## config.mk

```make
export PLATFORM = sky130hd
export DESIGN_NAME = interrupt_edge_and_enable_regs
export DESIGN_NICKNAME = d
export VERILOG_FILES = /design/src/rtl/intc_pkg.sv /design/src/rtl/interrupt_edge_and_enable_regs.sv
export VERILOG_INCLUDE_DIRS = /design/src /design/src/rtl
export SDC_FILE = /design/constraint.sdc
export NUM_CORES = 1
export LEC_CHECK = 0
export ABC_AREA = 1
export BUFFER_PORTS_ARGS = -buffer_cell sky130_fd_sc_hd__clkbuf_2
export CORE_AREA = 2 2 88 82
export CTS_BUF_LIST = sky130_fd_sc_hd__clkbuf_4 sky130_fd_sc_hd__clkbuf_8 sky130_fd_sc_hd__clkbuf_16
export DETAILED_ROUTE_END_ITERATION = 6
export DIE_AREA = 0 0 90 84
export HOLD_SLACK_MARGIN = 0.15
export PLACE_DENSITY = 0.79
export SETUP_SLACK_MARGIN = 0.3
export SLEW_MARGIN = 20
export SYNTH_ARGS = -nofsm -noshare
export SYNTH_HDL_FRONTEND = slang
export SYNTH_SLANG_ARGS = --single-unit
```

## constraint.sdc

```tcl
create_clock -name clk_in -period 2.55 [get_ports clk_in]
set_input_delay 0.3825 -clock clk_in [delete_from_list [all_inputs] [get_ports clk_in]]
set_output_delay 0.3825 -clock clk_in [all_outputs]
set_load 0.02 [all_outputs]
```

## src/rtl/intc_defines.svh

```systemverilog
// Register addresses, field positions and reset values of the interrupt control block.
`ifndef INTC_DEFINES_SVH
`define INTC_DEFINES_SVH

`define ADDR_EDGE_POLARITY  16'hFFF2
`define ADDR_ENABLE_FIRST   16'hFFF3
`define ADDR_ENABLE_SECOND  16'hFFF4
`define ADDR_FLAGS_FIRST    16'hFFF6
`define ADDR_FLAGS_SECOND   16'hFFF7

`define EDGE_FIXED_ONES     3'h7
`define EDGE_POL_RESET      5'h00
`define ENABLE_RESET        8'h00
`define FLAGS_RESET         8'h00
`define FLAGS_FIRST_FIXED   8'h20
`define FLAGS_SECOND_SPARE  8'h20
`define PIN_IDLE            8'hFF
`define PEND_FIRST_MASK     8'hBF
`define PEND_SECOND_MASK    8'hDF
`define RDATA_IDLE          8'h00
`define BYTE_ZERO           8'h00

`define POL_PIN4            4
`define POL_PIN3            3
`define POL_PIN2            2
`define POL_PIN1            1
`define POL_PIN0            0

`define BIT_TIMER_A         7
`define BIT_SPARE_FIRST     6
`define BIT_WAKEUP          5
`define BIT_DIRECT          7
`define BIT_CONV_END        6
`define BIT_SPARE_SECOND    5
`define BIT_TIMER_G         4
`define BIT_TIMER_FH        3
`define BIT_TIMER_FL        2
`define BIT_TIMER_C         1
`define BIT_EVENT_CNT       0

`define LANE_TRIGGER        5
`define LANE_TIMER_F        6
`define LANE_TIMER_C        7

`endif

```

## src/rtl/intc_pkg.sv

```systemverilog
// Types shared by the interrupt edge and enable control block.
package intc_pkg;

   typedef struct packed {
      logic       timer_c_event_input;
      logic       timer_f_event_input;
      logic       conversion_trigger_pin;
      logic [4:0] external_pin;
   } pins_s;

   typedef struct packed {
      logic timer_c_event;
      logic timer_f_event;
      logic conversion_trigger;
   } edge_pulses_s;

   typedef struct packed {
      logic timer_a_overflow;
      logic direct_transfer;
      logic conversion_end;
      logic timer_g;
      logic timer_f_high;
      logic timer_f_low;
      logic timer_c;
      logic event_counter;
   } source_events_s;

endpackage

```

## src/rtl/interrupt_edge_and_enable_regs.sv

```systemverilog
// Edge polarity, enable and request flag registers of the interrupt controller.
`timescale 1ns/1ps
`include "intc_defines.svh"

// Overview of operation
// RL1: Edge register top three bits read one, fixed.
// RL2: Bit 4 sets pin 4 and trigger edge.
// RL3: Bit 3 sets pin 3 and timer F edge.
// RL4: Bit 2 sets pin 2 edge only.
// RL5: Bit 1 sets pin 1 and timer C edge.
// RL6: Bit 0 sets pin 0 edge only.
// RL7: First enable bit 7 gates timer A.
// RL8: First enable bit 6 is plain storage.
// RL9: First enable bit 5 gates wakeup group.
// RL10: First enable bits 4..0 gate external pins.
// RL11: Second enable bit 7 gates direct transfer.
// RL12: Second enable bit 6 gates conversion end.
// RL13: Second enable bit 5 is plain storage.
// RL14: Second enable bit 4 gates timer G.
// RL15: Second enable bit 3 gates timer FH.
// RL16: Second enable bit 2 gates timer FL.
// RL17: Second enable bit 1 gates timer C.
// RL18: Second enable bit 0 gates event counter.
// RL19: Global mask blocks acceptance, flags still set.
// RL20: Acceptance keeps flags; software writes zero.
// RL21: Pending needs flag or wakeup request, enable and clear mask.
module interrupt_edge_and_enable_regs (
   input  wire logic                     clk_in,
   input  wire logic                     rst_in,
   input  wire logic                     ce_in,
   input  wire logic [15:0]              addr_in,
   input  wire logic [7:0]               wdata_in,
   input  wire logic                     wr_in,
   input  wire logic                     rd_in,
   output logic      [7:0]               rdata_out,
   input  wire intc_pkg::pins_s          pins_in,
   input  wire intc_pkg::source_events_s events_in,
   input  wire logic                     wakeup_request_in,
   input  wire logic                     global_mask_in,
   output intc_pkg::edge_pulses_s        edge_pulses_out,
   output logic      [7:0]               pending_first_out,
   output logic      [7:0]               pending_second_out,
   output logic                          irq_request_out
);
   import intc_pkg::*;

   logic [4:0]   edge_polarity_reg;
   logic [7:0]   enable_first_reg;
   logic [7:0]   enable_second_reg;
   logic [7:0]   flags_first_reg;
   logic [7:0]   flags_second_reg;
   logic [7:0]   pin_prev_reg;
   logic [7:0]   rdata_reg;
   edge_pulses_s pulses_reg;
   logic [7:0]   pend_first_reg;
   logic [7:0]   pend_second_reg;
   logic         request_reg;

   wire  [7:0]   pin_now;
   wire  [7:0]   lane_pol;
   wire  [7:0]   lane_hit;
   wire          wr_edge;
   wire          wr_en1;
   wire          wr_en2;
   wire          wr_flag1;
   wire          wr_flag2;
   wire  [7:0]   edge_read;
   wire  [7:0]   flags_first_read;
   wire  [7:0]   flags_first_set;
   wire  [7:0]   flags_first_clr;
   wire  [7:0]   flags_first_next;
   wire  [7:0]   flags_second_set;
   wire  [7:0]   flags_second_clr;
   wire  [7:0]   flags_second_spare;
   wire  [7:0]   flags_second_next;
   wire  [7:0]   mask_gate;
   wire  [7:0]   pend_first_next;
   wire  [7:0]   pend_second_next;
   wire          request_next;
   wire  [7:0]   rdata_next;
   edge_pulses_s pulses_next;

   assign wr_edge  = wr_in && (addr_in == `ADDR_EDGE_POLARITY);
   assign wr_en1   = wr_in && (addr_in == `ADDR_ENABLE_FIRST);
   assign wr_en2   = wr_in && (addr_in == `ADDR_ENABLE_SECOND);
   assign wr_flag1 = wr_in && (addr_in == `ADDR_FLAGS_FIRST);
   assign wr_flag2 = wr_in && (addr_in == `ADDR_FLAGS_SECOND);

   // RL1: fixed ones read
   assign edge_read = {`EDGE_FIXED_ONES, edge_polarity_reg};

   // The three event pins share a polarity bit with an external pin, so each
   // lane picks its own copy of the selector.
   assign pin_now = pins_in;
   // RL2: pin 4 shares
   // RL3: pin 3 shares
   // RL5: pin 1 shares
   assign lane_pol = {edge_polarity_reg[`POL_PIN1],
                      edge_polarity_reg[`POL_PIN3],
                      edge_polarity_reg[`POL_PIN4],
                      edge_polarity_reg};

   // RL4: per lane edge
   // RL6: per lane edge
   genvar lane;
   generate
      for (lane = 0; lane < 8; lane = lane + 1) begin : g_edge
         assign lane_hit[lane] = lane_pol[lane] ?
                                 (pin_now[lane] & ~pin_prev_reg[lane]) :
                                 (~pin_now[lane] & pin_prev_reg[lane]);
      end
   endgenerate

   assign pulses_next = {lane_hit[`LANE_TIMER_C],
                         lane_hit[`LANE_TIMER_F],
                         lane_hit[`LANE_TRIGGER]};

   // RL19: flags set regardless
   assign flags_first_set = {events_in.timer_a_overflow, 2'b00, lane_hit[4:0]};
   // RL20: only software clears
   assign flags_first_clr  = wr_flag1 ? (~wdata_in & flags_first_reg) : `BYTE_ZERO;
   // A set in the same cycle as a clearing write wins, so no event is lost.
   assign flags_first_next = ((flags_first_reg & ~flags_first_clr) | flags_first_set)
                             & ~`FLAGS_FIRST_FIXED;
   assign flags_first_read = flags_first_reg | `FLAGS_FIRST_FIXED;

   assign flags_second_set = {events_in.direct_transfer, events_in.conversion_end, 1'b0,
                              events_in.timer_g, events_in.timer_f_high,
                              events_in.timer_f_low, events_in.timer_c,
                              events_in.event_counter};
   assign flags_second_clr = wr_flag2 ? (~wdata_in & flags_second_reg) : `BYTE_ZERO;
   assign flags_second_spare = (wr_flag2 ? wdata_in : flags_second_reg)
                               & `FLAGS_SECOND_SPARE;
   assign flags_second_next = (((flags_second_reg & ~flags_second_clr) | flags_second_set)
                               & ~`FLAGS_SECOND_SPARE) | flags_second_spare;

   // RL19: mask blocks requests
   assign mask_gate = global_mask_in ? `BYTE_ZERO : ~`BYTE_ZERO;
   // RL7: timer A gate
   // RL9: wakeup group gate
   // RL10: external pin gates
   // RL21: flag and enable
   assign pend_first_next = {flags_first_reg[`BIT_TIMER_A], 1'b0, wakeup_request_in,
                             flags_first_reg[4:0]}
                            & enable_first_reg & `PEND_FIRST_MASK & mask_gate;
   // RL11: direct transfer gate
   // RL12: conversion end gate
   // RL14: timer G gate
   // RL15: timer FH gate
   // RL16: timer FL gate
   // RL17: timer C gate
   // RL18: event counter gate
   assign pend_second_next = flags_second_reg & enable_second_reg
                             & `PEND_SECOND_MASK & mask_gate;
   assign request_next = (|pend_first_next) | (|pend_second_next);

   assign rdata_next = !rd_in                              ? `RDATA_IDLE :
                       (addr_in == `ADDR_EDGE_POLARITY)    ? edge_read :
                       (addr_in == `ADDR_ENABLE_FIRST)     ? enable_first_reg :
                       (addr_in == `ADDR_ENABLE_SECOND)    ? enable_second_reg :
                       (addr_in == `ADDR_FLAGS_FIRST)      ? flags_first_read :
                       (addr_in == `ADDR_FLAGS_SECOND)     ? flags_second_reg :
                                                             `RDATA_IDLE;

   always_ff @(posedge clk_in or posedge rst_in) begin
      if (rst_in) begin
         edge_polarity_reg <= `EDGE_POL_RESET;
         enable_first_reg  <= `ENABLE_RESET;
         enable_second_reg <= `ENABLE_RESET;
      end else if (ce_in) begin
         // RL1: only low bits stored
         if (wr_edge) begin
            edge_polarity_reg <= wdata_in[4:0];
         end
         // RL8: spare bit stored
         if (wr_en1) begin
            enable_first_reg <= wdata_in;
         end
         // RL13: spare bit stored
         if (wr_en2) begin
            enable_second_reg <= wdata_in;
         end
      end
   end

   // Pins idle high after reset, so a pin held low through reset is seen
   // as a falling edge at release while its polarity bit selects falling.
   always_ff @(posedge clk_in or posedge rst_in) begin
      if (rst_in) begin
         pin_prev_reg     <= `PIN_IDLE;
         flags_first_reg  <= `FLAGS_RESET;
         flags_second_reg <= `FLAGS_RESET;
      end else if (ce_in) begin
         pin_prev_reg     <= pin_now;
         flags_first_reg  <= flags_first_next;
         flags_second_reg <= flags_second_next;
      end
   end

   always_ff @(posedge clk_in or posedge rst_in) begin
      if (rst_in) begin
         rdata_reg       <= `RDATA_IDLE;
         pulses_reg      <= '0;
         pend_first_reg  <= `BYTE_ZERO;
         pend_second_reg <= `BYTE_ZERO;
         request_reg     <= 1'b0;
      end else if (ce_in) begin
         rdata_reg       <= rdata_next;
         pulses_reg      <= pulses_next;
         pend_first_reg  <= pend_first_next;
         pend_second_reg <= pend_second_next;
         request_reg     <= request_next;
      end
   end

   assign rdata_out          = rdata_reg;
   assign edge_pulses_out    = pulses_reg;
   assign pending_first_out  = pend_first_reg;
   assign pending_second_out = pend_second_reg;
   assign irq_request_out    = request_reg;
endmodule

```

# Word level (Yosys, flattened, before mapping)

Cells that the tools add are included.

Register bits after elaboration: 72
Output and inout port bits: 28
Word-level logic and storage cells: 93

Equal/unequal tests: 5
Muxes and demuxes: 18
Bitwise gates (word level): 47
Reduce and logical (&&, ||, !) cells: 10

Operators by type and width:

| operator                              | number |
|---|---|
| == test 16 bit, second input constant | 5 |
| two-way mux 8 bit                     | 9 |
| AND 8 bit                             | 8 |
| inverter 8 bit                        | 3 |
| AND 1 bit                             | 16 |
| inverter 1 bit                        | 16 |
| bitwise OR 8 bit                      | 2 |
| OR reduction 8 bit                    | 2 |
| two-way mux 1 bit                     | 8 |
| bitwise OR 8 x 6 -> 8 bit             | 1 |
| two-way mux 6 bit                     | 1 |
| AND reduction 2 bit                   | 3 |
| logical AND 1 bit                     | 5 |
| bitwise OR 1 bit                      | 1 |

# Depth between registers and ports, before layout

Gate-level depths: netlist of run 1.

Depth after elaboration: 7
Mapped depth: 11

# Least setup slack after synthesis of run 1

OpenSTA, ideal clock, no wires.

Path kind: input to register
From: input addr_in[7]
To: register enable_second_reg[7]
Library setup time: 0.122 ns
Arrival time: 1.187 ns
Path slack: 1.241 ns
Stages on the path: 8
Path buffers: 1
Cell sequence: nand2_1 > inv_1 > nand2_1 > nor2_1 > nand3_2 > buf_2 > nand2_1 > o21ai_1

Cells in the longest elaborated chain, start to end: 3

RTL lines:

| element                              | line                                  | source |
|---|---|---|
| start: declaration                   | interrupt_edge_and_enable_regs.sv:31  | `input wire logic [15:0] addr_in,` |
| == test 16 bit (no source line)      | -                                     |  |
| logical AND 1 bit                    | interrupt_edge_and_enable_regs.sv:85  | `` assign wr_en2 = wr_in && (addr_in == `ADDR_ENABLE_SECOND); `` |
| AND reduction 2 bit (no source line) | -                                     |  |
| end signal: assignment               | interrupt_edge_and_enable_regs.sv:169 | `` enable_second_reg <= `ENABLE_RESET; `` |
| end signal: assignment               | interrupt_edge_and_enable_regs.sv:181 | `enable_second_reg <= wdata_in;` |
| end: declaration                     | interrupt_edge_and_enable_regs.sv:49  | `logic [7:0] enable_second_reg;` |

No other way between the ends.
A chain may end at the register's enable or synchronous reset.

# Final worst setup path of run 1

From: input addr_in[5]
To: register edge_polarity_reg[4]

Cells in the longest elaborated chain, start to end: 3

RTL lines:

| element                              | line                                  | source |
|---|---|---|
| == test 16 bit (no source line)      | -                                     |  |
| logical AND 1 bit                    | interrupt_edge_and_enable_regs.sv:83  | `` assign wr_edge = wr_in && (addr_in == `ADDR_EDGE_POLARITY); `` |
| AND reduction 2 bit (no source line) | -                                     |  |
| end signal: assignment               | interrupt_edge_and_enable_regs.sv:167 | `` edge_polarity_reg <= `EDGE_POL_RESET; `` |
| end signal: assignment               | interrupt_edge_and_enable_regs.sv:173 | `edge_polarity_reg <= wdata_in[4:0];` |
| end: declaration                     | interrupt_edge_and_enable_regs.sv:47  | `logic [4:0] edge_polarity_reg;` |

No other way between the ends.

==> results of run 1 <==
==> logic make-up (layout without fill, tap and decap cells) <==
kind of cell	after synthesis	in the layout	synth area share, %
other cells	1	2	0.106
simple gates	248	248	31.4
buf+inv	67	146	8.03
compound gates	69	69	10.9
flops	70	70	49.6
==> power groups by stage <==
stage	Combinational [uW]	Clock, uW	Sequential, uW
6_report	177	836	1140
3_3_place_gp	172	0	1160
5_1_grt	201	903	1150
2_1_floorplan	97.0	0	1170
3_5_place_dp	178	0	1170
4_1_cts	179	850	1140
==> metal layers <==
| layer | track usage [%] | share of wire, % | vias to the layer above |
|---|---|---|---|
| met5 | 0 | 0 | - |
| met4 | 9.79 | 1.6 | 0 |
| met1 | 31.6 | 43 | 1569 |
| li1 | - | - | 1596 |
| met3 | 4.52 | 5.9 | 15 |
| met2 | 41.6 | 49 | 106 |
==> cells in the final DEF, fill, tap and decap left out, drive strengths merged, types with 2 or more instances in the layout <==
cell        n
o21ai      49
nand4       9
clkbuf     85
buf         5
nand2     153
inv        52
nand3      38
dfrtp      62
clkinvlp    2
a21oi      16
nor2       45
conb        2
dfstp       8
==> final cells by class <==
cell class / count / area, um^2 / area share (%)
Timing Repair Buffer: 78 / 408 / 9.77
Tap cell: 93 / 116 / 2.79
Clock inverter: 3 / 20.0 / 0.479
Clock buffer: 13 / 166 / 3.99
Sequential cell: 70 / 1760 / 42.2
Inverter: 52 / 195 / 4.67
Multi-Input combinational cell: 319 / 1510 / 36.1
==> worst reg2reg max path: stages (launching register included) <==
cell	delay, ps
dfrtp_1	400
nand3_1	170
and2_1	150
nand3_1	60
nor3_1	140
a21oi_1	90
==> final timing paths <==
path                                                       from                          endpoint  cells past startpoint
worst max register to register  flags_second_reg[0]$_DFFE_PP0P_       irq_request_out$_DFFE_PP0P_                      5
worst min-delay path                               events_in[7]    flags_first_reg[7]$_DFFE_PP0P_                      3
max in group asynchronous                                rst_in       pin_prev_reg[0]$_DFFE_PP1P_                      4
worst max-delay path                                 addr_in[5]  edge_polarity_reg[4]$_DFFE_PP0P_                      8
min in group asynchronous                                rst_in          rdata_out[3]$_DFFE_PP0P_                      3
worst min register to register      pin_prev_reg[5]$_DFFE_PP1P_       pin_prev_reg[5]$_DFFE_PP1P_                      2
==> repair_timing <==
| action | 4_1_cts | 5_1_grt |
|---|---|---|
| hold buffers | 1 | 0 |
| hold endpoints to repair | 11 | 0 |
| endpoints found under the setup margin | 0 | 0 |
==> through the flow <==
| stage | cells | utilization [%] | setup WS, ps |
|---|---|---|---|
| floorplan | 456 | - | 413 |
| global route | 628 | 61.9 | 898 |
| CTS | 628 | 61.9 | 1090 |
| finish | 628 | 61.9 | 1040 |
| detailed placement | 611 | 59.0 | 733 |
| global placement | 611 | 59.0 | 764 |
==> summary.md, run 1 <==
| Metric | Value |
|---|---|
| Worst R2R Setup Slack | `1440 ps` |
| Peak Freq | `662 MHz` |
| Max-Slew Margin vs Limit | `64.3%` |
| Largest delay share family, worst path | `simple AND/OR/NAND/NOR gates` |
| Post-synth top cells | `nand2_1, dfrtp_1, inv_1` |
| Initial antenna violation count | `0` |
| RSZ-0062 raised after global routing | `false` |
| Final hold vios | `0` |
| Layout cells sized above 1 | `25.4%` |
| Outcome | `complete, no violations` |
| # setup viols final | `0` |
| Synthesized area per cell | `7.80 um^2` |
| Global Route Usage Sum | `24.6%` |
| Via count | `3286` |
| Area growth, synth to finish | `17.6%` |
| Post-layout nets | `577` |
| Post-synth cell types | `31` |
| Clk network pwr share | `38.7%` |
| CP Class | `in -> reg` |
| Switching part of the total | `25.0%` |
| Register area share after synthesis | `49.6%` |
| Most common cell on crit path | `nor2_4` |
| Most frequent cell after synthesis | `nand2_1` |
| Clock Tree Buf Depth | `2` |
| Vias in the first global route | `3175` |
| DR iter-0 viols | `207` |
| DP HPWL | `6540 um` |
| Hold Path Class | `in -> reg` |
| Std cell rows | `29` |
| Root buf cell | `clkbuf_8` |
| Routability cong. | `0.935` |
| Critical Path Start Type | `input port` |
| # port buffers | `72` |
| CTS H-tree depth | `3` |
| Worst Setup End Kind | `register` |
| Clock slew at reported path FFs | `70 ps` |
| Core ar. | `0.00675 mm^2` |
| Most area-hungry cell type in the Yosys netlist | `dfrtp_1` |
| Psw | `539 uW` |
| Ys async rst share | `100%` |
| Arrival time worst endpoint | `1750 ps` |
| Pin count of the biggest net entering global routing | `49` |
| Peak VDD IR | `262 uV` |
| Number of fill cells | `605` |
| Clock sinks | `70` |
| Max-cap violations | `0` |
| Die Wd | `90 um` |
| #FFs+latches synth | `70` |
| Critical path, cell by cell | `clkbuf_2, nand2_1, nor2_4, nand3_1, nor2_4, nand2_2, o21ai_0, inv_1` |
| YS warnings | `0` |
| Slowest-stage cell, CP | `nor2_4` |
| Crit path buf inv count | `2` |
| Post-synthesis cell count | `455` |
| Hold WS | `225 ps` |
| Overall power | `2160 uW` |
| N_diodes | `0` |
| PD cells | `517 mW/mm^2` |
| Routed WL | `8770 um` |
| Setup TNS | `0 ps` |
| Comb power frac | `8.2%` |
| Die Span Y | `84 um` |
| Cell area after placement | `0.00398 mm^2` |
| First-pass GRT wire length | `14600 um` |
| Flop pwr share | `53.0%` |
| Gr ovfl total | `0` |
| Antenna Violating Nets Remaining | `0` |
| TritonCTS clock tree | `built` |
| # DRC | `0` |
| Skew-Pair Late Insertion Delay | `350 ps` |
| Required time of the critical path | `2790 ps` |
| Fin area | `0.00418 mm^2` |
| TritonRoute pass-1 iters | `5` |
| Slew Viols, Final | `0` |
| CTS resizes | `0` |
| Max FO, Critical Path | `14` |
| Worst clock skew | `6.47 ps` |
| Leak Pwr | `0.00217 uW` |
| Total die area | `0.00756 mm^2` |
| Worst slew pin tran | `534 ps` |
| Routed WL per cell | `14.0 um` |
| Drt via density | `5.23` |
| Initial core utilization | `52.6%` |
| Fin crit share | `59.2%` |
| Postcts setup bufs | `0` |
| CTS Buf Count | `9` |
| Minimum clock period | `1510 ps` |
| Post-synth top flop | `dfrtp_1` |
| Synth top area cells | `dfrtp_1, nand2_1, dfstp_2` |
| EDFF count, synth | `0` |
| Share of the synthesized area in the top cell type | `43.7%` |
| Internal | `1620 uW` |
| IO Count | `75` |
| Crit-path max cell delay | `320 ps` |
| Synthesized area | `0.00355 mm^2` |
Power figures use the tool's default switching activity.
==> run 2: changes to the inputs <==
--- a/config.mk
+++ b/config.mk
@@ -8,12 +8,12 @@
 export LEC_CHECK = 0
 export ABC_AREA = 1
 export BUFFER_PORTS_ARGS = -buffer_cell sky130_fd_sc_hd__clkbuf_2
-export CORE_AREA = 2 2 88 82
+export CORE_AREA = 2 2 93 86
 export CTS_BUF_LIST = sky130_fd_sc_hd__clkbuf_4 sky130_fd_sc_hd__clkbuf_8 sky130_fd_sc_hd__clkbuf_16
 export DETAILED_ROUTE_END_ITERATION = 6
-export DIE_AREA = 0 0 90 84
+export DIE_AREA = 0 0 95 88
 export HOLD_SLACK_MARGIN = 0.15
-export PLACE_DENSITY = 0.79
+export PLACE_DENSITY = 0.75
 export SETUP_SLACK_MARGIN = 0.3
 export SLEW_MARGIN = 20
 export SYNTH_ARGS = -nofsm -noshare
==> constraint.sdc (replaced) <==
create_clock -name clk_in -period 1.2 [get_ports clk_in]
set_input_delay 0.18 -clock clk_in [delete_from_list [all_inputs] [get_ports clk_in]]
set_output_delay 0.18 -clock clk_in [all_outputs]
set_load 0.02 [all_outputs]
==> summary.md, run 2 (synthesis gave the netlist of run 1 again) <==
| Metric | Value |
|---|---|
| Outcome | `complete, but fails checks` |
| Violations in the final reports | `design-rule violations, negative setup slack` |
| Peak Freq | `815 MHz` |
| Internal | `3900 uW` |
| Worst clock skew | `13.4 ps` |
| Hold_sp | `pins_in[5]` |
| Hold WS | `98.6 ps` |
| # DRC | `41` |
| Max-cap violations | `0` |
| Slowest-stage cell, CP | `buf_4` |
| Flop pwr share | `46.5%` |
| Total die area | `0.00836 mm^2` |
| RSZ-0062 raised after global routing | `true` |
| Std cell rows | `30` |
| DR iter-0 viols | `513` |
| Critical path, cell by cell | `clkbuf_8, nor2_4, inv_2, nor2_4, nand4_1, buf_4, nor2_1, nor2_1, nand2_1, nand3_1, nand2_1` |
| Worst Setup End Kind | `register` |
| Global Route Usage Sum | `27.6%` |
| Final hold vios | `0` |
| Crit-path max cell delay | `220 ps` |
| Crit path buf inv count | `3` |
| Hold EP | `pin_prev_reg[5]$_DFFE_PP1P_` |
| DP HPWL | `7310 um` |
| Drt via density | `5.77` |
| Clock Tree Buf Depth | `2` |
| Arrival time worst endpoint | `1530 ps` |
| Max FO, Critical Path | `3` |
| Reg2reg end | `rdata_out[1]$_DFFE_PP0P_` |
| Non-filler cells, final | `721` |
| # hold bufs at CTS | `24` |
| Root buf cell | `clkbuf_8` |
| Hold Path Depth | `3` |
| Antenna Violating Nets Remaining | `0` |
| Required time of the critical path | `1500 ps` |
| PD cells | `885 mW/mm^2` |
| Initial core utilization | `48.0%` |
| TritonCTS clock tree | `built` |
| Die Span Y | `88 um` |
| Clock slew at reported path FFs | `80 ps` |
| Vias in the first global route | `3613` |
| N_diodes | `0` |
| CTS Buf Count | `9` |
| # port buffers | `72` |
| Switching part of the total | `25.7%` |
| Most frequent cells in the layout | `nand2_1, dfrtp_1, buf_4` |
| Slew Viols, Final | `0` |
| Initial antenna violation count | `0` |
| # setup viols final | `1` |
| Comb power frac | `13.8%` |
| Gr ovfl total | `0` |
| Leak Pwr | `0.00288 uW` |
| Layout cells sized above 1 | `48.0%` |
| Pin count of the biggest net entering global routing | `32` |
| CP Class | `in -> reg` |
| Largest delay share family, worst path | `simple AND/OR/NAND/NOR gates` |
| Core ar. | `0.00739 mm^2` |
| Worst R2R Setup Slack | `60 ps` |
| Setup TNS | `-27.6 ps` |
| Die Wd | `95 um` |
| Peak VDD IR | `784 uV` |
| Critical Path Start Type | `input port` |
| Routed WL per cell | `19.6 um` |
| Most common cell after layout, fill and taps aside | `nand2_1` |
| Final Worst Setup Slack | `-27.6 ps` |
| Placed insts | `639` |
| Clock sinks | `70` |
| Routed WL | `14100 um` |
| Final core utilization | `80.3%` |
| Minimum clock period | `1230 ps` |
| TritonRoute pass-1 iters | `7` |
| IO Count | `75` |
| Fin crit share | `102%` |
| Number of fill cells | `424` |
| RR Startpoint | `flags_first_reg[1]$_DFFE_PP0P_` |
| Overall power | `5250 uW` |
| Skew-Pair Late Insertion Delay | `360 ps` |
| Hold Path Class | `in -> reg` |
| Routability cong. | `0.924` |
| Via count | `4157` |
| CTS H-tree depth | `3` |
| First-pass GRT wire length | `17300 um` |
| Area growth, synth to finish | `67.1%` |
| Psw | `1350 uW` |
| Clk network pwr share | `39.7%` |
| Post-layout nets | `667` |
| R2R depth | `6` |
-- run 2: changes by cell type in the layout (fill, tap and decap cells not counted), moves of 10 or more --
| cell | change |
|---|---|
| o21ai_0 | -21 |
| nand2_4 | +15 |
| nor2_4 | +16 |
| buf_4 | +41 |
| inv_2 | +10 |
| nor2_1 | -10 |
| dlygate4sd3_1 | +23 |
| clkbuf_2 | -41 |
| nand2_1 | -45 |
| buf_8 | +10 |
| o21ai_2 | +13 |
| inv_1 | -13 |
| nand2_2 | +27 |
| buf_6 | +37 |
-- run 2: layout make-up --
type / count / area (um^2) / area share (%)
well taps: 96 / 120 / 2.02
clock buffers: 13 / 173 / 2.91
inverters: 52 / 204 / 3.44
multi-input cells: 321 / 2020 / 34.0
clock inverters: 3 / 42.5 / 0.717
flip-flops and latches: 70 / 1770 / 29.7
repair buffers: 166 / 1610 / 27.2
-- run 2: worst reg2reg max path: stages, from the launching register on --
cell,delay [ps]
dfrtp_1,460
nand3_1,130
nand2_1,60
nor2_1,130
nand2_2,80
nand3_2,80
nand2_1,80
-- run 2: what timing repair did --
item | in CTS | in global routing
gates cloned | 1 | 4
gates resized for setup | 53 | 197
hold endpoints to repair | 105 | 1
setup endpoints to repair | 59 | 117
setup buffers | 11 | 26
pin swaps | 23 | 47
-- run 2: how the worst max path moves through the flow --
stage,startpoint,end,slack (ps),cells after the start
3_3_place_gp,addr_in[14],rdata_out[6]$_DFFE_PP0P_,-190,11
6_report,addr_in[3],rdata_out[3]$_DFFE_PP0P_,-30,11
2_1_floorplan,addr_in[5],rdata_out[3]$_DFFE_PP0P_,130,8
4_1_cts,rdata_out[6]$_DFFE_PP0P_,rdata_out[6],50,1
5_1_grt,addr_in[7],rdata_out[3]$_DFFE_PP0P_,-30,10
3_5_place_dp,addr_in[14],rdata_out[7]$_DFFE_PP0P_,-220,11
-- run 2: power by group through the flow --
| stage | logic [uW] | registers [uW] | clock network, uW |
|---|---|---|---|
| floorplan | 227 | 2490 | 0 |
| global placement | 470 | 2470 | 0 |
| detailed placement | 484 | 2480 | 0 |
| CTS | 606 | 2430 | 2060 |
| global route | 768 | 2440 | 2200 |
| finish | 724 | 2440 | 2080 |
-- run 2: per-stage QoR --
step / area (um^2) / setup WS (ps)
after floorplan: 3670 / 125
after global placement: 4360 / -192
after detailed placement: 4360 / -225
after CTS: 5140 / 53.1
after global routing: 5930 / -25.1
final: 5930 / -27.6
-- run 2: layer usage --
layer  routed length (um)  up-vias  share of wire, %  GRT usage [%]
met4                  966        0               6.8           12.0
li1                     -     1783                 -              -
met1                 5000     1945                35           35.4
met5                    0        -                 0              0
met3                 1420      115                10           6.20
met2                 6730      314                48           45.3
==> run 3: changes to the inputs <==
--- a/config.mk
+++ b/config.mk
@@ -6,12 +6,11 @@
 export SDC_FILE = /design/constraint.sdc
 export NUM_CORES = 1
 export LEC_CHECK = 0
-export ABC_AREA = 1
 export BUFFER_PORTS_ARGS = -buffer_cell sky130_fd_sc_hd__clkbuf_2
-export CORE_AREA = 2 2 93 86
+export CORE_AREA = 2 2 91 85
 export CTS_BUF_LIST = sky130_fd_sc_hd__clkbuf_4 sky130_fd_sc_hd__clkbuf_8 sky130_fd_sc_hd__clkbuf_16
 export DETAILED_ROUTE_END_ITERATION = 6
-export DIE_AREA = 0 0 95 88
+export DIE_AREA = 0 0 93 87
 export HOLD_SLACK_MARGIN = 0.15
 export PLACE_DENSITY = 0.75
 export SETUP_SLACK_MARGIN = 0.3
==> summary.md, run 3 <==
| Metric | Value |
|---|---|
| Skew-Pair Late Insertion Delay | `350 ps` |
| Pin count of the biggest net entering global routing | `52` |
| Worst Setup End Kind | `register` |
| Std cell rows | `30` |
| Synthesized area | `0.00341 mm^2` |
| Clock slew at reported path FFs | `80 ps` |
| Ys async rst share | `100%` |
| Final Worst Setup Slack | `-332 ps` |
| Max FO, Critical Path | `8` |
| Top layer in use | `met4` |
| Outcome | `complete, but fails checks` |
| EDFF count, synth | `0` |
| #FFs+latches synth | `70` |
| Routed WL | `10200 um` |
| Final core utilization | `73.2%` |
| Register area share after synthesis | `51.6%` |
| Critical Path Start Type | `input port` |
| Routability cong. | `0.915` |
| Post-Synth Simple-Gate Area | `20.0%` |
| Peak Freq | `653 MHz` |
| Peak VDD IR | `705 uV` |
| CTS Buf Count | `9` |
| CTS H-tree depth | `3` |
| Post-synth top flop | `dfrtp_1` |
| # hold bufs at CTS | `19` |
| Clock Tree Buf Depth | `2` |
| Post-synthesis cell count | `323` |
| Mux share of post-synthesis cell area | `10.8%` |
| IO Count | `75` |
| Initial antenna violation count | `0` |
| Most frequent cells in the layout | `dfrtp_1, buf_4, clkbuf_2` |
| Clock sinks | `70` |
| Minimum clock period | `1530 ps` |
| Routed WL per cell | `17.9 um` |
| Post-layout nets | `515` |
| Final hold vios | `0` |
| Crit-path max cell delay | `500 ps` |
| DP HPWL | `6250 um` |
| Synthesized area per cell | `10.6 um^2` |
| Core ar. | `0.00721 mm^2` |
| Slew Viols, Final | `0` |
| Largest family of logic cells by synthesized area | `simple AND/OR/NAND/NOR gates` |
| RSZ-0062 raised after global routing | `true` |
| Arrival time worst endpoint | `1770 ps` |
| Fin area | `0.00528 mm^2` |
| Synth top area cells | `dfrtp_1, mux2_2, dfstp_2` |
| Root buf cell | `clkbuf_8` |
| Die Span Y | `87 um` |
| Crit path buf inv count | `3` |
| XOR/XNOR Fraction of Synth Area | `0%` |
| Critical path, cell by cell | `clkbuf_2, nand4b_1, or4_1, buf_6, nor3_4, buf_12, mux2_2` |
| Overall power | `5040 uW` |
| Antenna Violating Nets Remaining | `0` |
| Leak Pwr | `0.00243 uW` |
| # DRC | `0` |
| TritonCTS clock tree | `built` |
| Post-Synth Adder-Cell Area | `0%` |
| Post-synth top cells | `dfrtp_1, mux2_2, nand2_1` |
| Violations in the final reports | `negative setup slack` |
| Post-synth cell types | `39` |
| Place WS | `-711 ps` |
| Worst clock skew | `8.99 ps` |
| N_diodes | `0` |
| Metal3 WL | `643 um` |
| YS warnings | `0` |
| Fin crit share | `128%` |
| DR iter-0 viols | `298` |
| Layout cells sized above 1 | `47.1%` |
| Area growth, synth to finish | `54.6%` |
| Hold Path Class | `in -> reg` |
| Met1 WL | `4300 um` |
| # setup viols final | `30` |
| Gr ovfl total | `0` |
| First-pass GRT wire length | `15800 um` |
| Met2 wire length | `5030 um` |
| Initial core utilization | `47.3%` |
| Most frequent cell after synthesis | `dfrtp_1` |
| Largest delay share family, worst path | `simple AND/OR/NAND/NOR gates` |
| Via count | `3198` |
| Total die area | `0.00809 mm^2` |
| Vias in the first global route | `3093` |
| Most area-hungry cell type in the Yosys netlist | `dfrtp_1` |
| Most common cell after layout, fill and taps aside | `dfrtp_1` |
| PD cells | `955 mW/mm^2` |
| Number of fill cells | `469` |
| Global Route Usage Sum | `25.6%` |
| Synth Area in Compound Gates | `12.7%` |
| Cell area after placement | `0.00413 mm^2` |
| Required time of the critical path | `1440 ps` |
| Slowest-stage cell, CP | `or4_1` |
| # port buffers | `72` |
| CP Class | `in -> reg` |
| Die Wd | `93 um` |
| TritonRoute pass-1 iters | `5` |
| Drt via density | `5.62` |
| Share of the synthesized area in the top cell type | `45.5%` |
| Max-cap violations | `0` |
## run 3: cell count changes after synthesis, moves of 19 or more
cell | previous run | this run
nand2_1 | 147 | 30
nor2_1 | 32 | 13
inv_1 | 48 | 19
o21ai_0 | 33 | 8
o22ai_1 | 0 | 23
mux2_2 | 0 | 31
nand3_1 | 36 | 7
## run 3: cell type report
| cell class | instances | area (um^2) | area share [%] |
|---|---|---|---|
| clock buffers | 13 | 166 | 3.15 |
| repair buffers | 154 | 1380 | 26.2 |
| well taps | 96 | 120 | 2.28 |
| inverters | 19 | 75.1 | 1.42 |
| clock inverters | 3 | 42.5 | 0.806 |
| flip-flops and latches | 70 | 1770 | 33.5 |
| multi-input cells | 214 | 1720 | 32.6 |
## run 3: kinds of logic after synthesis
kind of cell	after synthesis
AOI/OAI and AO/OA	64
other	1
and+or+nand+nor	115
DFF	70
buffers and inverters	40
muxes	33
## run 3: timing repair
item / 4_1_cts / 5_1_grt
resized for setup: 97 / 11
cloned: 1 / 1
hold endpoints to repair: 95 / 1
pin swaps: 24 / 8
endpoints found under the setup margin: 72 / 75
setup buffers: 15 / 13
## run 3: report_power, final
group	leakage (uW)	internal (uW)	switching, uW
combinational	0.00145	310	311
clock	0.000106	1120	852
sequential	0.000875	2420	29.8
## run 3: through the flow
stage | setup TNS, ps | std cells | hold WS, ps
5_1_grt | -7690 | 569 | 98.6
3_3_place_gp | -19440 | 504 | 260
6_report | -6540 | 569 | 97.5
3_5_place_dp | -21320 | 504 | 260
4_1_cts | -5910 | 555 | 86.1
2_1_floorplan | -15310 | 324 | 297
## run 3: tightest hold or removal path: stages
cell	delay, ps
clkbuf_2	80
nand2_1	70
o22ai_1	70
## run 3: worst paths after layout
check | startpoint | endpoint | slack, ps | depth (start not counted)
worst min register to register | register | register | 530 | 1
worst min-delay path | wakeup_request_in | pending_first_out[5]$_DFFE_PP0P_ | 100 | 3
max in group asynchronous | rst_in | pin_prev_reg[4]$_DFFE_PP1P_ | 500 | 4
min in group asynchronous | rst_in | flags_second_reg[2]$_DFFE_PP0P_ | 450 | 4
worst max register to register | pin_prev_reg[5]$_DFFE_PP1P_ | edge_pulses_out[0]$_DFFE_PP0P_ | 60 | 2
worst max-delay path | addr_in[3] | enable_second_reg[7]$_DFFE_PP0P_ | -330 | 7
## run 3: metal layers
layer	up-vias	GRT usage [%]
li1	1464	-
met1	1558	33.0
met2	148	43.0
met3	28	6.15
met4	0	8.16
met5	-	0
